### src/hw/rhs_pkg.sv
// constants for the root hub status and port power registers
package rhs_pkg;
    // command codes on the processor bus
    localparam logic [7:0] RHS_RD_HUB = 8'h14;
    localparam logic [7:0] RHS_WR_HUB = 8'h94;
    localparam logic [7:0] RHS_RD_PORT1 = 8'h15;
    localparam logic [7:0] RHS_RD_PORT2 = 8'h16;
    localparam logic [7:0] RHS_WR_PORT1 = 8'h95;
    localparam logic [7:0] RHS_WR_PORT2 = 8'h96;

    localparam int RHS_NPORTS = 2;
    localparam logic [31:0] RHS_RESET_VAL = 32'h0000_0000;

    // hub_status_power fields
    localparam int RHS_HUB_WAKE_CLR = 31;
    localparam int RHS_HUB_OC_CHG = 17;
    localparam int RHS_HUB_GLOB_ON = 16;
    localparam int RHS_HUB_WAKE_EN = 15;
    localparam int RHS_HUB_OC_IND = 1;
    localparam int RHS_HUB_GLOB_OFF = 0;

    // port_status_control status fields (low word)
    localparam int RHS_P_CONNECT = 0;
    localparam int RHS_P_ENABLE = 1;
    localparam int RHS_P_SUSPEND = 2;
    localparam int RHS_P_OC = 3;
    localparam int RHS_P_RESET = 4;
    localparam int RHS_P_POWER = 8;
    localparam int RHS_P_LOWSPD = 9;
    // port write command bits
    localparam int RHS_PW_CLR_EN = 0;
    localparam int RHS_PW_SET_EN = 1;
    localparam int RHS_PW_SET_SUSP = 2;
    localparam int RHS_PW_CLR_SUSP = 3;
    localparam int RHS_PW_SET_RST = 4;
    localparam int RHS_PW_SET_PWR = 8;
    localparam int RHS_PW_CLR_PWR = 9;
    // port change fields (high word)
    localparam int RHS_P_CONNECT_CHG = 16;
    localparam int RHS_P_ENABLE_CHG = 17;
    localparam int RHS_P_SUSPEND_CHG = 18;
    localparam int RHS_P_OC_CHG = 19;
    localparam int RHS_P_RESET_CHG = 20;
endpackage : rhs_pkg

### src/hw/unused_placeholder_none.sv
// carrier between the hub logic and one port register
`timescale 1ns/1ps
interface rhs_port_if;
    // hub to port
    logic wr;
    logic [31:0] wdata;
    logic busy;
    logic glob_on;
    logic glob_off;
    logic connect;
    logic low_speed;
    logic oc;
    logic reset_done;
    logic resume_done;
    // port to hub
    logic [31:0] status;
    logic power;
    logic connect_chg_set;

    modport hub (
        output wr, wdata, busy, glob_on, glob_off, connect, low_speed, oc, reset_done, resume_done,
        input status, power, connect_chg_set
    );
    modport port (
        input wr, wdata, busy, glob_on, glob_off, connect, low_speed, oc, reset_done, resume_done,
        output status, power, connect_chg_set
    );
endinterface : rhs_port_if

### src/hw/rhs_port_regs.sv
// one downstream port status and control register
`timescale 1ns/1ps
module rhs_port_regs
    import rhs_pkg::*;
(
    // clock and reset
    input wire logic clk_in,
    input wire logic rst_n_in,
    // commands in, status out
    rhs_port_if.port port_if
);
    logic pend_q, pend_d;
    logic [31:0] wbuf_q, wbuf_d;
    logic conn_q, conn_d, en_q, en_d, susp_q, susp_d, resetting_q, resetting_d;
    logic oc_q, oc_d, pwr_q, pwr_d, lowspd_q, lowspd_d;
    logic conn_chg_q, conn_chg_d, en_chg_q, en_chg_d, susp_chg_q, susp_chg_d;
    logic oc_chg_q, oc_chg_d, rst_chg_q, rst_chg_d;
    logic apply;
    logic [31:0] w;
    logic conn_chg_set, en_chg_set, susp_chg_set, oc_chg_set, rst_chg_set;

    always_comb begin
        apply = pend_q & ~port_if.busy;
        w = apply ? wbuf_q : 32'h0000_0000;
        // a newer write replaces one still waiting for the bus
        pend_d = port_if.wr | (pend_q & ~apply);
        wbuf_d = port_if.wr ? port_if.wdata : wbuf_q;
        conn_d = port_if.connect;
        lowspd_d = port_if.low_speed & port_if.connect;
        oc_d = port_if.oc;
        conn_chg_set = conn_d != conn_q;
        oc_chg_set = oc_d != oc_q;
        pwr_d = pwr_q;
        if (w[RHS_PW_SET_PWR] | port_if.glob_on) begin
            pwr_d = 1'b1;
        end
        // off beats on so a power-off command wins over a power-on in the same cycle
        if (w[RHS_PW_CLR_PWR] | port_if.glob_off) begin
            pwr_d = 1'b0;
        end
        en_d = en_q;
        en_chg_set = 1'b0;
        if (w[RHS_PW_SET_EN] & conn_q) begin
            en_d = 1'b1;
        end
        if (w[RHS_PW_CLR_EN]) begin
            en_d = 1'b0;
        end
        // only hardware-caused disables flag a change
        if (en_q & (~port_if.connect | (port_if.oc & ~oc_q))) begin
            en_d = 1'b0;
            en_chg_set = 1'b1;
        end
        susp_d = susp_q;
        susp_chg_set = 1'b0;
        if (w[RHS_PW_SET_SUSP] & en_q) begin
            susp_d = 1'b1;
        end
        if (susp_q & port_if.resume_done) begin
            susp_d = 1'b0;
            susp_chg_set = 1'b1;
        end
        resetting_d = resetting_q;
        rst_chg_set = 1'b0;
        if (w[RHS_PW_SET_RST] & conn_q) begin
            resetting_d = 1'b1;
        end
        if (resetting_q & port_if.reset_done) begin
            resetting_d = 1'b0;
            en_d = 1'b1;
            rst_chg_set = 1'b1;
        end
        // change flags: write 1 clears, a new event wins over the clear
        conn_chg_d = conn_chg_set | (conn_chg_q & ~w[RHS_P_CONNECT_CHG]);
        en_chg_d = en_chg_set | (en_chg_q & ~w[RHS_P_ENABLE_CHG]);
        oc_chg_d = oc_chg_set | (oc_chg_q & ~w[RHS_P_OC_CHG]);
        rst_chg_d = rst_chg_set | (rst_chg_q & ~w[RHS_P_RESET_CHG]);
        susp_chg_d = susp_chg_set | (susp_chg_q & ~w[RHS_P_SUSPEND_CHG]);
        if (rst_chg_set) begin
            susp_chg_d = 1'b0;
        end
    end

    always_ff @(posedge clk_in or negedge rst_n_in) begin
        if (!rst_n_in) begin
            pend_q <= 1'b0;
            wbuf_q <= RHS_RESET_VAL;
            {conn_q, en_q, susp_q, resetting_q, oc_q, pwr_q, lowspd_q} <= 7'h00;
            {conn_chg_q, en_chg_q, susp_chg_q, oc_chg_q, rst_chg_q} <= 5'h00;
        end else begin
            pend_q <= pend_d;
            wbuf_q <= wbuf_d;
            {conn_q, en_q, susp_q, resetting_q, oc_q, pwr_q, lowspd_q} <=
                {conn_d, en_d, susp_d, resetting_d, oc_d, pwr_d, lowspd_d};
            {conn_chg_q, en_chg_q, susp_chg_q, oc_chg_q, rst_chg_q} <=
                {conn_chg_d, en_chg_d, susp_chg_d, oc_chg_d, rst_chg_d};
        end
    end

    always_comb begin
        port_if.status = 32'h0000_0000;
        port_if.status[RHS_P_CONNECT] = conn_q;
        port_if.status[RHS_P_ENABLE] = en_q;
        port_if.status[RHS_P_SUSPEND] = susp_q;
        port_if.status[RHS_P_OC] = oc_q;
        port_if.status[RHS_P_RESET] = resetting_q;
        port_if.status[RHS_P_POWER] = pwr_q;
        port_if.status[RHS_P_LOWSPD] = lowspd_q;
        port_if.status[RHS_P_CONNECT_CHG] = conn_chg_q;
        port_if.status[RHS_P_ENABLE_CHG] = en_chg_q;
        port_if.status[RHS_P_SUSPEND_CHG] = susp_chg_q;
        port_if.status[RHS_P_OC_CHG] = oc_chg_q;
        port_if.status[RHS_P_RESET_CHG] = rst_chg_q;
    end

    assign port_if.power = pwr_q;
    assign port_if.connect_chg_set = conn_chg_set;
endmodule : rhs_port_regs

### src/hw/rhs_root_hub.sv
// root hub status, port power and port status registers
//
// Operation
// writing 1 at bit 31 clears wake enable
// over-current indicator change sets bit 17
// writing 1 at bit 17 clears it
// hub bit 16 always reads zero
// hub bit 0 always reads zero
// global mode: bit 16 powers all ports
// per-port mode: bit 16 powers unmasked ports
// global mode: bit 0 unpowers all ports
// per-port mode: bit 0 unpowers unmasked ports
// wake enabled connect change causes resume
// writing 1 at bit 15 sets wake enable
// global reporting: bit 1 shows over-current
// per-port reporting: bit 1 reads zero
// port registers implemented up to port count
// low word status, high word changes
// port writes wait for running transaction
// software writes zero to reserved bits
// port codes 15H/16H read, 95H/96H write
// change flags bits 20..16, reset zero
// mask bit per port selects per-port control
// over-current inputs synchronised before use
`timescale 1ns/1ps
module rhs_root_hub
    import rhs_pkg::*;
(
    // clock and reset
    input wire logic CLK_SYS_IN,
    input wire logic NRST_IN,
    // processor command port
    input wire logic CMD_VALID_IN,
    input wire logic [7:0] CMD_CODE_IN,
    input wire logic [31:0] CMD_WDATA_IN,
    output logic [31:0] CMD_RDATA_OUT,
    output logic CMD_RDATA_VALID_OUT,
    // configuration from the descriptor registers
    input wire logic [1:0] DOWNSTREAM_PORT_COUNT_IN,
    input wire logic POWER_SWITCHING_SELECT_IN,
    input wire logic [2:0] PER_PORT_POWER_MASK_IN,
    input wire logic GLOBAL_OC_REPORT_IN,
    // usb engine state
    input wire logic XFER_BUSY_IN,
    input wire logic USB_SUSPENDED_IN,
    input wire logic [1:0] PORT_CONNECT_IN,
    input wire logic [1:0] PORT_LOW_SPEED_IN,
    input wire logic [1:0] PORT_RESET_DONE_IN,
    input wire logic [1:0] PORT_RESUME_DONE_IN,
    output logic RESUME_DETECTED_IRQ_OUT,
    // port pins
    input wire logic [1:0] PORT_OC_N_IN,
    output logic [1:0] PORT_POWER_OUT
);
    // over-current synchroniser
    logic [1:0] oc_meta_q, oc_meta_d;
    logic [1:0] oc_sync_q, oc_sync_d;

    // hub register state
    logic wake_en_q, wake_en_d;
    logic oc_ind_q, oc_ind_d;
    logic oc_chg_q, oc_chg_d;
    logic resume_q, resume_d;

    // command decode
    logic hub_wr, hub_rd;
    logic [1:0] port_wr, port_rd;
    logic [1:0] port_present;
    logic glob_on_cmd, glob_off_cmd;
    logic [1:0] port_on, port_off;

    // read path
    logic [31:0] rdata_q, rdata_d;
    logic rvalid_q, rvalid_d;
    logic [31:0] hub_rd_word;
    logic [31:0] port_status [RHS_NPORTS];
    logic [1:0] port_power;
    logic [1:0] conn_chg_set;

    // port presence follows the configured count
    always_comb begin
        port_present[0] = DOWNSTREAM_PORT_COUNT_IN >= 2'h1;
        port_present[1] = DOWNSTREAM_PORT_COUNT_IN >= 2'h2;
    end

    // command decode
    always_comb begin
        hub_wr = CMD_VALID_IN && (CMD_CODE_IN == RHS_WR_HUB);
        hub_rd = CMD_VALID_IN && (CMD_CODE_IN == RHS_RD_HUB);
        port_wr[0] = CMD_VALID_IN && (CMD_CODE_IN == RHS_WR_PORT1) && port_present[0];
        port_wr[1] = CMD_VALID_IN && (CMD_CODE_IN == RHS_WR_PORT2) && port_present[1];
        port_rd[0] = CMD_VALID_IN && (CMD_CODE_IN == RHS_RD_PORT1);
        port_rd[1] = CMD_VALID_IN && (CMD_CODE_IN == RHS_RD_PORT2);
        glob_on_cmd = hub_wr & CMD_WDATA_IN[RHS_HUB_GLOB_ON];
        glob_off_cmd = hub_wr & CMD_WDATA_IN[RHS_HUB_GLOB_OFF];
    end

    // global power commands, gated per port by the mask in per-port mode
    always_comb begin
        for (int i = 0; i < RHS_NPORTS; i++) begin
            if (!POWER_SWITCHING_SELECT_IN) begin
                port_on[i] = glob_on_cmd & port_present[i];
                port_off[i] = glob_off_cmd & port_present[i];
            end else begin
                port_on[i] = glob_on_cmd & port_present[i] & ~PER_PORT_POWER_MASK_IN[i + 1];
                port_off[i] = glob_off_cmd & port_present[i] & ~PER_PORT_POWER_MASK_IN[i + 1];
            end
        end
    end

    // two-flop synchroniser on the active-low over-current pins
    always_comb begin
        oc_meta_d = ~PORT_OC_N_IN;
        oc_sync_d = oc_meta_q;
    end

    always_ff @(posedge CLK_SYS_IN or negedge NRST_IN) begin
        if (!NRST_IN) begin
            oc_meta_q <= 2'h0;
            oc_sync_q <= 2'h0;
        end else begin
            oc_meta_q <= oc_meta_d;
            oc_sync_q <= oc_sync_d;
        end
    end

    // hub-level status next state
    always_comb begin
        // global reporting merges every present port into one indicator
        if (GLOBAL_OC_REPORT_IN) begin
            oc_ind_d = |(oc_sync_q & port_present);
        end else begin
            oc_ind_d = 1'b0;
        end
        // a fresh change wins over a clear in the same cycle
        oc_chg_d = (oc_ind_d != oc_ind_q) | (oc_chg_q & ~(hub_wr & CMD_WDATA_IN[RHS_HUB_OC_CHG]));
        wake_en_d = wake_en_q;
        if (hub_wr & CMD_WDATA_IN[RHS_HUB_WAKE_EN]) begin
            wake_en_d = 1'b1;
        end
        if (hub_wr & CMD_WDATA_IN[RHS_HUB_WAKE_CLR]) begin
            wake_en_d = 1'b0;
        end
        // resume only while suspended and only from a wake-enabled connect change
        resume_d = wake_en_q & USB_SUSPENDED_IN & (|(conn_chg_set & port_present));
    end

    always_ff @(posedge CLK_SYS_IN or negedge NRST_IN) begin
        if (!NRST_IN) begin
            wake_en_q <= 1'b0;
            oc_ind_q <= 1'b0;
            oc_chg_q <= 1'b0;
            resume_q <= 1'b0;
        end else begin
            wake_en_q <= wake_en_d;
            oc_ind_q <= oc_ind_d;
            oc_chg_q <= oc_chg_d;
            resume_q <= resume_d;
        end
    end

    // read word of the hub register; unsupported local power bits stay zero
    always_comb begin
        hub_rd_word = 32'h0000_0000;
        hub_rd_word[RHS_HUB_OC_CHG] = oc_chg_q;
        hub_rd_word[RHS_HUB_GLOB_ON] = 1'b0;
        hub_rd_word[RHS_HUB_WAKE_EN] = wake_en_q;
        hub_rd_word[RHS_HUB_OC_IND] = oc_ind_q;
        hub_rd_word[RHS_HUB_GLOB_OFF] = 1'b0;
    end

    // per-port registers, each behind its own carrier
    for (genvar g = 0; g < RHS_NPORTS; g++) begin : g_port
        rhs_port_if rhs_port_if_inst ();

        assign rhs_port_if_inst.wr = port_wr[g];
        assign rhs_port_if_inst.wdata = CMD_WDATA_IN;
        assign rhs_port_if_inst.busy = XFER_BUSY_IN;
        assign rhs_port_if_inst.glob_on = port_on[g];
        assign rhs_port_if_inst.glob_off = port_off[g];
        // absent ports see no connect and no fault, so they raise a connect or fault change only in the cycle they drop out
        assign rhs_port_if_inst.connect = PORT_CONNECT_IN[g] & port_present[g];
        assign rhs_port_if_inst.low_speed = PORT_LOW_SPEED_IN[g];
        assign rhs_port_if_inst.oc = oc_sync_q[g] & port_present[g];
        assign rhs_port_if_inst.reset_done = PORT_RESET_DONE_IN[g];
        assign rhs_port_if_inst.resume_done = PORT_RESUME_DONE_IN[g];
        assign port_status[g] = rhs_port_if_inst.status;
        assign port_power[g] = rhs_port_if_inst.power;
        assign conn_chg_set[g] = rhs_port_if_inst.connect_chg_set;

        rhs_port_regs rhs_port_regs_inst (
            .clk_in(CLK_SYS_IN),
            .rst_n_in(NRST_IN),
            .port_if(rhs_port_if_inst.port)
        );
    end

    // read mux; absent ports read as zero
    always_comb begin
        rdata_d = rdata_q;
        rvalid_d = 1'b0;
        if (hub_rd) begin
            rdata_d = hub_rd_word;
            rvalid_d = 1'b1;
        end else if (port_rd[0]) begin
            rdata_d = port_present[0] ? port_status[0] : 32'h0000_0000;
            rvalid_d = 1'b1;
        end else if (port_rd[1]) begin
            rdata_d = port_present[1] ? port_status[1] : 32'h0000_0000;
            rvalid_d = 1'b1;
        end
    end

    always_ff @(posedge CLK_SYS_IN or negedge NRST_IN) begin
        if (!NRST_IN) begin
            rdata_q <= RHS_RESET_VAL;
            rvalid_q <= 1'b0;
        end else begin
            rdata_q <= rdata_d;
            rvalid_q <= rvalid_d;
        end
    end

    assign CMD_RDATA_OUT = rdata_q;
    assign CMD_RDATA_VALID_OUT = rvalid_q;
    assign RESUME_DETECTED_IRQ_OUT = resume_q;
    assign PORT_POWER_OUT = port_power & port_present;
endmodule : rhs_root_hub

### config.mk
export PLATFORM = sky130hd
export DESIGN_NAME = rhs_root_hub
export DESIGN_NICKNAME = d
export VERILOG_FILES = /design/src/hw/rhs_pkg.sv /design/src/hw/unused_placeholder_none.sv /design/src/hw/rhs_port_regs.sv /design/src/hw/rhs_root_hub.sv
export SDC_FILE = /design/constraint.sdc
export NUM_CORES = 1
export LEC_CHECK = 0
export BUFFER_PORTS_ARGS = -buffer_cell sky130_fd_sc_hd__buf_4
export CAP_MARGIN = 20
export CORE_MARGIN = 3
export CORE_UTILIZATION = 41
export DETAILED_ROUTE_END_ITERATION = 8
export PLACE_DENSITY = 0.66
export SYNTH_ARGS = -nofsm -noshare
export SYNTH_HDL_FRONTEND = slang
export SYNTH_SLANG_ARGS = --single-unit
### constraint.sdc
create_clock -name CLK_SYS_IN -period 2.92 [get_ports CLK_SYS_IN]
set_clock_uncertainty 0.15 [all_clocks]
set_input_delay 0.292 -clock CLK_SYS_IN [delete_from_list [all_inputs] [get_ports CLK_SYS_IN]]
set_output_delay 0.292 -clock CLK_SYS_IN [all_outputs]
set_load 0.1 [all_outputs]
==> reports/metrics.yaml, run 1 <==
power:
  cellPowerDensity_nw_per_um2: 541
  vdd_ir_drop_max_uv: 231
  leakage_nw: 2.02
global_routing:
  antenna_found_initial: 0
  grt_pass1_vias: 2160
  grt_max_degree: 71
  gr-total-overflow: 0
  track_usage_pct: 16.4
  grt_pass1_wl_um: 11000
logic_synthesis:
  synthTopCellsByCount: "dfrtp_1, nand2_1, buf_4, mux2_1, a22o_1"
  synthFlopType: "dfrtp_1"
  synth-seq-cells: 70
  yosysMostFrequentCell: "dfrtp_1"
  synth_edf_count: 0
  syn_area_per_cell_um2: 12.0
  synthCells: 267
  yosysTopAreaCellShare_pct: 54.5
  yosys.cell_types.count: 47
  ys_async_sr_fraction_pct: 100
  ys_seq_area_share_pct: 54.5
  ys_warn_count: 0
  syn_area_um2: 3220
  synthTopCellsByArea: "dfrtp_1, mux2_1, buf_4"
  synth_area_leader_cell: "dfrtp_1"
cts:
  cts-root-buf: "clkbuf_8"
  cts.clk_slew.worst_paths_ns: 0.07
  cts_buffer_depth: 2
  cts.sinks: 70
  cts_resized: 0
  cts-buffers-inserted: 9
  cts_tree: "done"
  insertion_delay_ns: 0.35
  htree_levels: 3
worst_setup_path:
  crit_buf_inv: 2
  cp_common_cell: "buf_4"
  required_ns: 3.01
  worst_path_largest_cell_delay_ns: 0.51
  cp_max_fo: 12
  path_delay_family: "simple AND/OR/NAND/NOR gates"
  slowest_stage: "nor2b_1"
  criticalPathCategory: "input pin to flip-flop"
  cp-start-kind: "input pin"
  cp_cell_sequence: "buf_4 -> nor2b_1 -> nand2_1 -> nor3_2 -> buf_4 -> mux2_2"
  worstPathArrival_ns: 1.85
  end_kind: "flip-flop"
final_layout:
  regMostFlops: "g_port.rhs_port_regs_inst.wbuf_q"
  area_growth_pct: 22.2
  finalCoreUtilization_pct: 52.8
  drive_gt1_share_pct: 27.4
  antenna_cells: 0
  nNetsFinal: 399
  largest_reg_flops: 22
place:
  io_buffers: 58
  place_congestion: 0.798
  hpwl_um: 4850
detailed_routing:
  ant_nets: 0
  dr.first_iter.drc_count: 115
  routed_wl_um: 6740
  viasPerCell: 5.05
  vias: 2219
  route.detailed.drc: 0
  drt_pass1_iterations: 4
  wl_per_cell_um: 15.3
timing:
  tightestPinTransition_ns: 0.902
  final.period_utilization_pct: 60.3
  rsz0062_at_grt: "false"
  maxSlewHeadroom_pct: 39.8
  slew_violations: 0
  setup_viol: 0
  hold_viol: 0
  fin_crit_ns: 1.76
  fin_setup_tns_ns: 0
  max_freq_mhz: 568
status:
  status: "finished clean"
floorplanning:
  die_area_um2: 8940
  rows: 31
  core_um2: 7450
  start_util_pct: 43.2
  ios: 98
  dieWidth_um: 94.6
  die_h_um: 94.6
flow_run:
  maxCapViolations: 0
worst_hold_path:
  hold_path.class: "input pin to flip-flop"
==> layer usage <==
metal	vias to the layer above	track usage, %	part of all wire, %
met5	-	0	0
met4	0	7.93	1.9
met3	11	3.59	5.6
met2	66	23.8	45
met1	1093	23.1	48
li1	1049	-	-
==> through the flow <==
step | power, mW | hold WS (ns) | instances | setup WS, ns | cell area, um^2
floorplan | 1.26 | -0.154 | 285 | 1.16 | 3280
global placement | 1.33 | 0.186 | 415 | 0.771 | 3650
detailed placement | 1.34 | 0.185 | 415 | 0.795 | 3650
CTS | 2.15 | 0.00687 | 439 | 1.16 | 3930
global route | 2.21 | 0.0108 | 439 | 0.972 | 3930
finish | 2.12 | 0.0153 | 439 | 1.16 | 3930
==> final cells by class <==
class	count	area (um^2)
Clock buffer	13	159
Sequential cell	70	1750
Inverter	9	33.8
Fill cell	675	3520
Clock inverter	3	42.5
Timing Repair Buffer	68	531
Multi-Input combinational cell	177	1290
Tap cell	99	124
==> timing repair <==
| item | 4_1_cts | 5_1_grt |
|---|---|---|
| hold buffers | 8 | 0 |
| setup buffers | 0 | 0 |
| hold endpoints to repair | 79 | 0 |
==> cell usage in the layout (no fill, tap or decap), types with 3 or more instances in the layout <==
| master | synthesis | layout |
|---|---|---|
| a21o_1 | 6 | 6 |
| a21oi_1 | 10 | 10 |
| a22o_1 | 12 | 12 |
| a22oi_1 | 3 | 3 |
| a31oi_1 | 7 | 7 |
| and2_1 | 3 | 3 |
| and3_1 | 4 | 4 |
| buf_4 | 20 | 60 |
| clkbuf_8 | 0 | 11 |
| conb_1 | 1 | 19 |
| dfrtp_1 | 70 | 70 |
| dlygate4sd3_1 | 0 | 8 |
| inv_1 | 9 | 9 |
| mux2_1 | 18 | 18 |
| mux2_2 | 8 | 8 |
| mux2_4 | 4 | 4 |
| mux2i_1 | 4 | 4 |
| nand2_1 | 31 | 31 |
| nand3_1 | 5 | 5 |
| nor2b_1 | 6 | 6 |
==> worst paths after layout <==
path	slack (ns)	cells after the start	endpoint	from
worst max-delay path	1.16	6	g_port[0].rhs_port_regs_inst.wbuf_q[9]$_DFFE_PN0P_	CMD_CODE_IN[0]
worst min-delay path	0.02	2	g_port[1].rhs_port_regs_inst.wbuf_q[2]$_DFFE_PN0P_	CMD_WDATA_IN[2]
worst max register to register	1.18	3	g_port[0].rhs_port_regs_inst.rst_chg_q$_DFF_PN0_	g_port[0].rhs_port_regs_inst.pend_q$_DFF_PN0_
worst min register to register	0.20	0	oc_sync_q[0]$_DFF_PN0_	oc_meta_q[0]$_DFF_PN0_
max in group asynchronous	1.62	2	oc_chg_q$_DFF_PN0_	NRST_IN
min in group asynchronous	0.45	2	CMD_RDATA_OUT[18]$_DFFE_PN0P_	NRST_IN
==> logic make-up after synthesis <==
logic type / count (synthesis) / synth area share [%]
compound gates: 54 / 12.5
other cells: 1 / 0.117
flops: 70 / 54.5
xor+xnor: 3 / 0.817
simple gates: 65 / 11.6
mux: 34 / 12.2
buf+inv: 38 / 7.59
fa+ha+maj: 2 / 0.778
==> power by group <==
group / switching (mW) / leakage (nW) / internal (mW)
clock network: 0.357 / 0.0996 / 0.441
registers: 0.0166 / 0.930 / 0.997
logic: 0.230 / 0.994 / 0.0833
(Power assumes the default switching activity.)
==> run 2, diff against run 1 <==
==> constraint.sdc (replaced) <==
create_clock -name CLK_SYS_IN -period 1.7 [get_ports CLK_SYS_IN]
set_clock_uncertainty 0.15 [all_clocks]
set_input_delay 0.17 -clock CLK_SYS_IN [delete_from_list [all_inputs] [get_ports CLK_SYS_IN]]
set_output_delay 0.17 -clock CLK_SYS_IN [all_outputs]
set_load 0.1 [all_outputs]
==> reports/metrics.yaml, run 2 (same netlist as run 1, synthesis figures left out) <==
final_layout:
  drive_gt1_share_pct: 29.5  # +2.1 points
  regMostFlops: "g_port.rhs_port_regs_inst.wbuf_q"
  stdcell_area_um2: 4350  # +11%
  largest_reg_flops: 22  # unchanged
  final_cell_mix: "buf_4, dfrtp_1, nand2_1, dlygate4sd3_1, conb_1"
  fill_cells: 646  # -4.3%
  instances_no_fill: 479  # +9.1%
  area_growth_pct: 35.1
  layout_commonest_cell: "buf_4"
  nNetsFinal: 439  # +10%
  antenna_cells: 0  # unchanged
detailed_routing:
  route.detailed.drc: 0  # unchanged
  routed_wl_um: 7230  # +7.4%
  wl_met2_um: 3420  # +14%
  wl_met3_um: 363  # -3.7%
  highest_layer: "met4"
  drt_pass1_iterations: 4  # unchanged
  vias: 2341  # +5.5%
  viasPerCell: 4.89  # -3.3%
  wl_per_cell_um: 15.1  # -1.6%
  met1_length_um: 3340  # +3.7%
  dr.first_iter.drc_count: 110  # -4.3%
  ant_nets: 0  # unchanged
floorplanning:
  ios: 98  # unchanged
  die_h_um: 94.6  # unchanged
  dieWidth_um: 94.6  # unchanged
  die_area_um2: 8940  # unchanged
  rows: 31  # unchanged
  start_util_pct: 43.2  # unchanged
  core_um2: 7450  # unchanged
worst_setup_path:
  end_kind: "output pin"
  r2r-start: "oc_sync_q[0]$_DFF_PN0_"
  worst_path_largest_cell_delay_ns: 0.44  # -0.07 ns
  r2r_setup_slack_ns: 0.31  # -0.87 ns
  worstPathArrival_ns: 1.27  # -0.58 ns
  required_ns: 1.38  # -1.63 ns
  cp_cell_sequence: "and2_1 -> buf_4"
  slowest_stage: "dfrtp_1"
  cp-start-kind: "flip-flop"
  criticalPathCategory: "flip-flop to output pin"
  r2r_cells: 4  # +1
  r2r_end: "g_port[0].rhs_port_regs_inst.en_q$_DFFE_PN0P_"
  cp_max_fo: 4  # -8
timing:
  fin_crit_ns: 1.59
  rsz0062_at_grt: "false"
  setup_slack_ns: 0.107  # -1.05 ns
  slew_violations: 0  # unchanged
  setup_viol: 0  # unchanged
  final.period_utilization_pct: 93.7
  max_freq_mhz: 628
  hold_viol: 0  # unchanged
place:
  hpwl_um: 5150  # +6.2%
  dpl_cell_area_um2: 3810  # +4.5%
  dp_worst_setup_slack_ns: -0.000580  # -0.796 ns
  place_inst: 432  # +4.1%
  io_buffers: 58  # unchanged
  place_congestion: 0.826  # +3.6%
power:
  vdd_ir_drop_max_uv: 394  # +71%
  finalPower_mw: 3.82  # +80%
  cellPowerDensity_nw_per_um2: 879  # +63%
  leakage_nw: 2.21  # +9.4%
global_routing:
  gr-total-overflow: 0  # unchanged
  grt_max_degree: 43  # -39%
  antenna_found_initial: 0  # unchanged
  track_usage_pct: 17.3  # +0.94 points
  grt_pass1_vias: 2295  # +6.3%
  grt_pass1_wl_um: 11600  # +5.2%
worst_hold_path:
  min_path_cells: 4  # +2
  min-delay-start: "PER_PORT_POWER_MASK_IN[1]"
  hold_path.class: "input pin to flip-flop"
  hold-path-endpoint: "g_port[0].rhs_port_regs_inst.port_if.power$_DFFE_PN0P_"
cts:
  insertion_delay_ns: 0.35  # about the same
  cts_buffer_depth: 2  # unchanged
  cts_tree: "done"
  cts.clk_slew.worst_paths_ns: 0.08  # about the same
  hold_buffers: 31  # +23
  htree_levels: 3  # unchanged
  cts-buffers-inserted: 9  # unchanged
  post_cts_buffers: 0  # unchanged
  cts_resized: 0  # unchanged
  cts.sinks: 70  # unchanged
  cts-root-buf: "clkbuf_8"
flow_run:
  maxCapViolations: 0  # unchanged
status:
  status: "finished clean"
run 2: layout make-up:
type | instances | area (um^2) | share of cell area [%]
Multi-Input combinational cell | 177 | 1290 | 29.6
Tap cell | 99 | 124 | 2.85
Clock inverter | 7 | 98.8 | 2.27
Inverter | 9 | 33.8 | 0.777
Timing Repair Buffer | 108 | 926 | 21.3
Sequential cell | 70 | 1750 | 40.3
Clock buffer | 9 | 124 | 2.85
run 2: how the worst max path moves through the flow:
stage | end | cells past startpoint | start
2_1_floorplan | g_port[0].rhs_port_regs_inst.wbuf_q[0]$_DFFE_PN0P_ | 7 | CMD_CODE_IN[1]
3_3_place_gp | CMD_RDATA_OUT[19]$_DFFE_PN0P_ | 6 | CMD_CODE_IN[5]
3_5_place_dp | g_port[0].rhs_port_regs_inst.wbuf_q[18]$_DFFE_PN0P_ | 5 | CMD_CODE_IN[6]
4_1_cts | PORT_POWER_OUT[0] | 2 | g_port[0].rhs_port_regs_inst.port_if.power$_DFFE_PN0P_
5_1_grt | PORT_POWER_OUT[0] | 2 | g_port[0].rhs_port_regs_inst.port_if.power$_DFFE_PN0P_
6_report | PORT_POWER_OUT[0] | 2 | g_port[0].rhs_port_regs_inst.port_if.power$_DFFE_PN0P_
run 2: worst max-delay path: cells and delay by family, from the launching register on:
family                 cells  cell delay (ns)
DFF                        1             0.44
and+or+nand+nor            1             0.18
buffers and inverters      1             0.29
run 2: layer usage:
layer | vias up | GRT usage, %
met1 | 1134 | 22.9
met2 | 65 | 27.3
met3 | 11 | 4.62
met5 | - | 0
met4 | 0 | 6.49
li1 | 1131 | -
run 2: metrics by stage:
stage	utilization [%]	setup TNS, ns	hold slack (ns)
3_5_place_dp	51.2	-0.000580	-0.0297
5_1_grt	58.4	0	0.0766
2_1_floorplan	-	0	-0.276
4_1_cts	58.4	0	0.0406
3_3_place_gp	51.2	0	-0.0378
6_report	58.4	0	0.0595
run 2: power by group:
part / leakage, nW / switching (mW) / internal, mW
Combinational: 1.19 / 0.410 / 0.196
Clock: 0.0977 / 0.645 / 0.826
Sequential: 0.930 / 0.0301 / 1.71
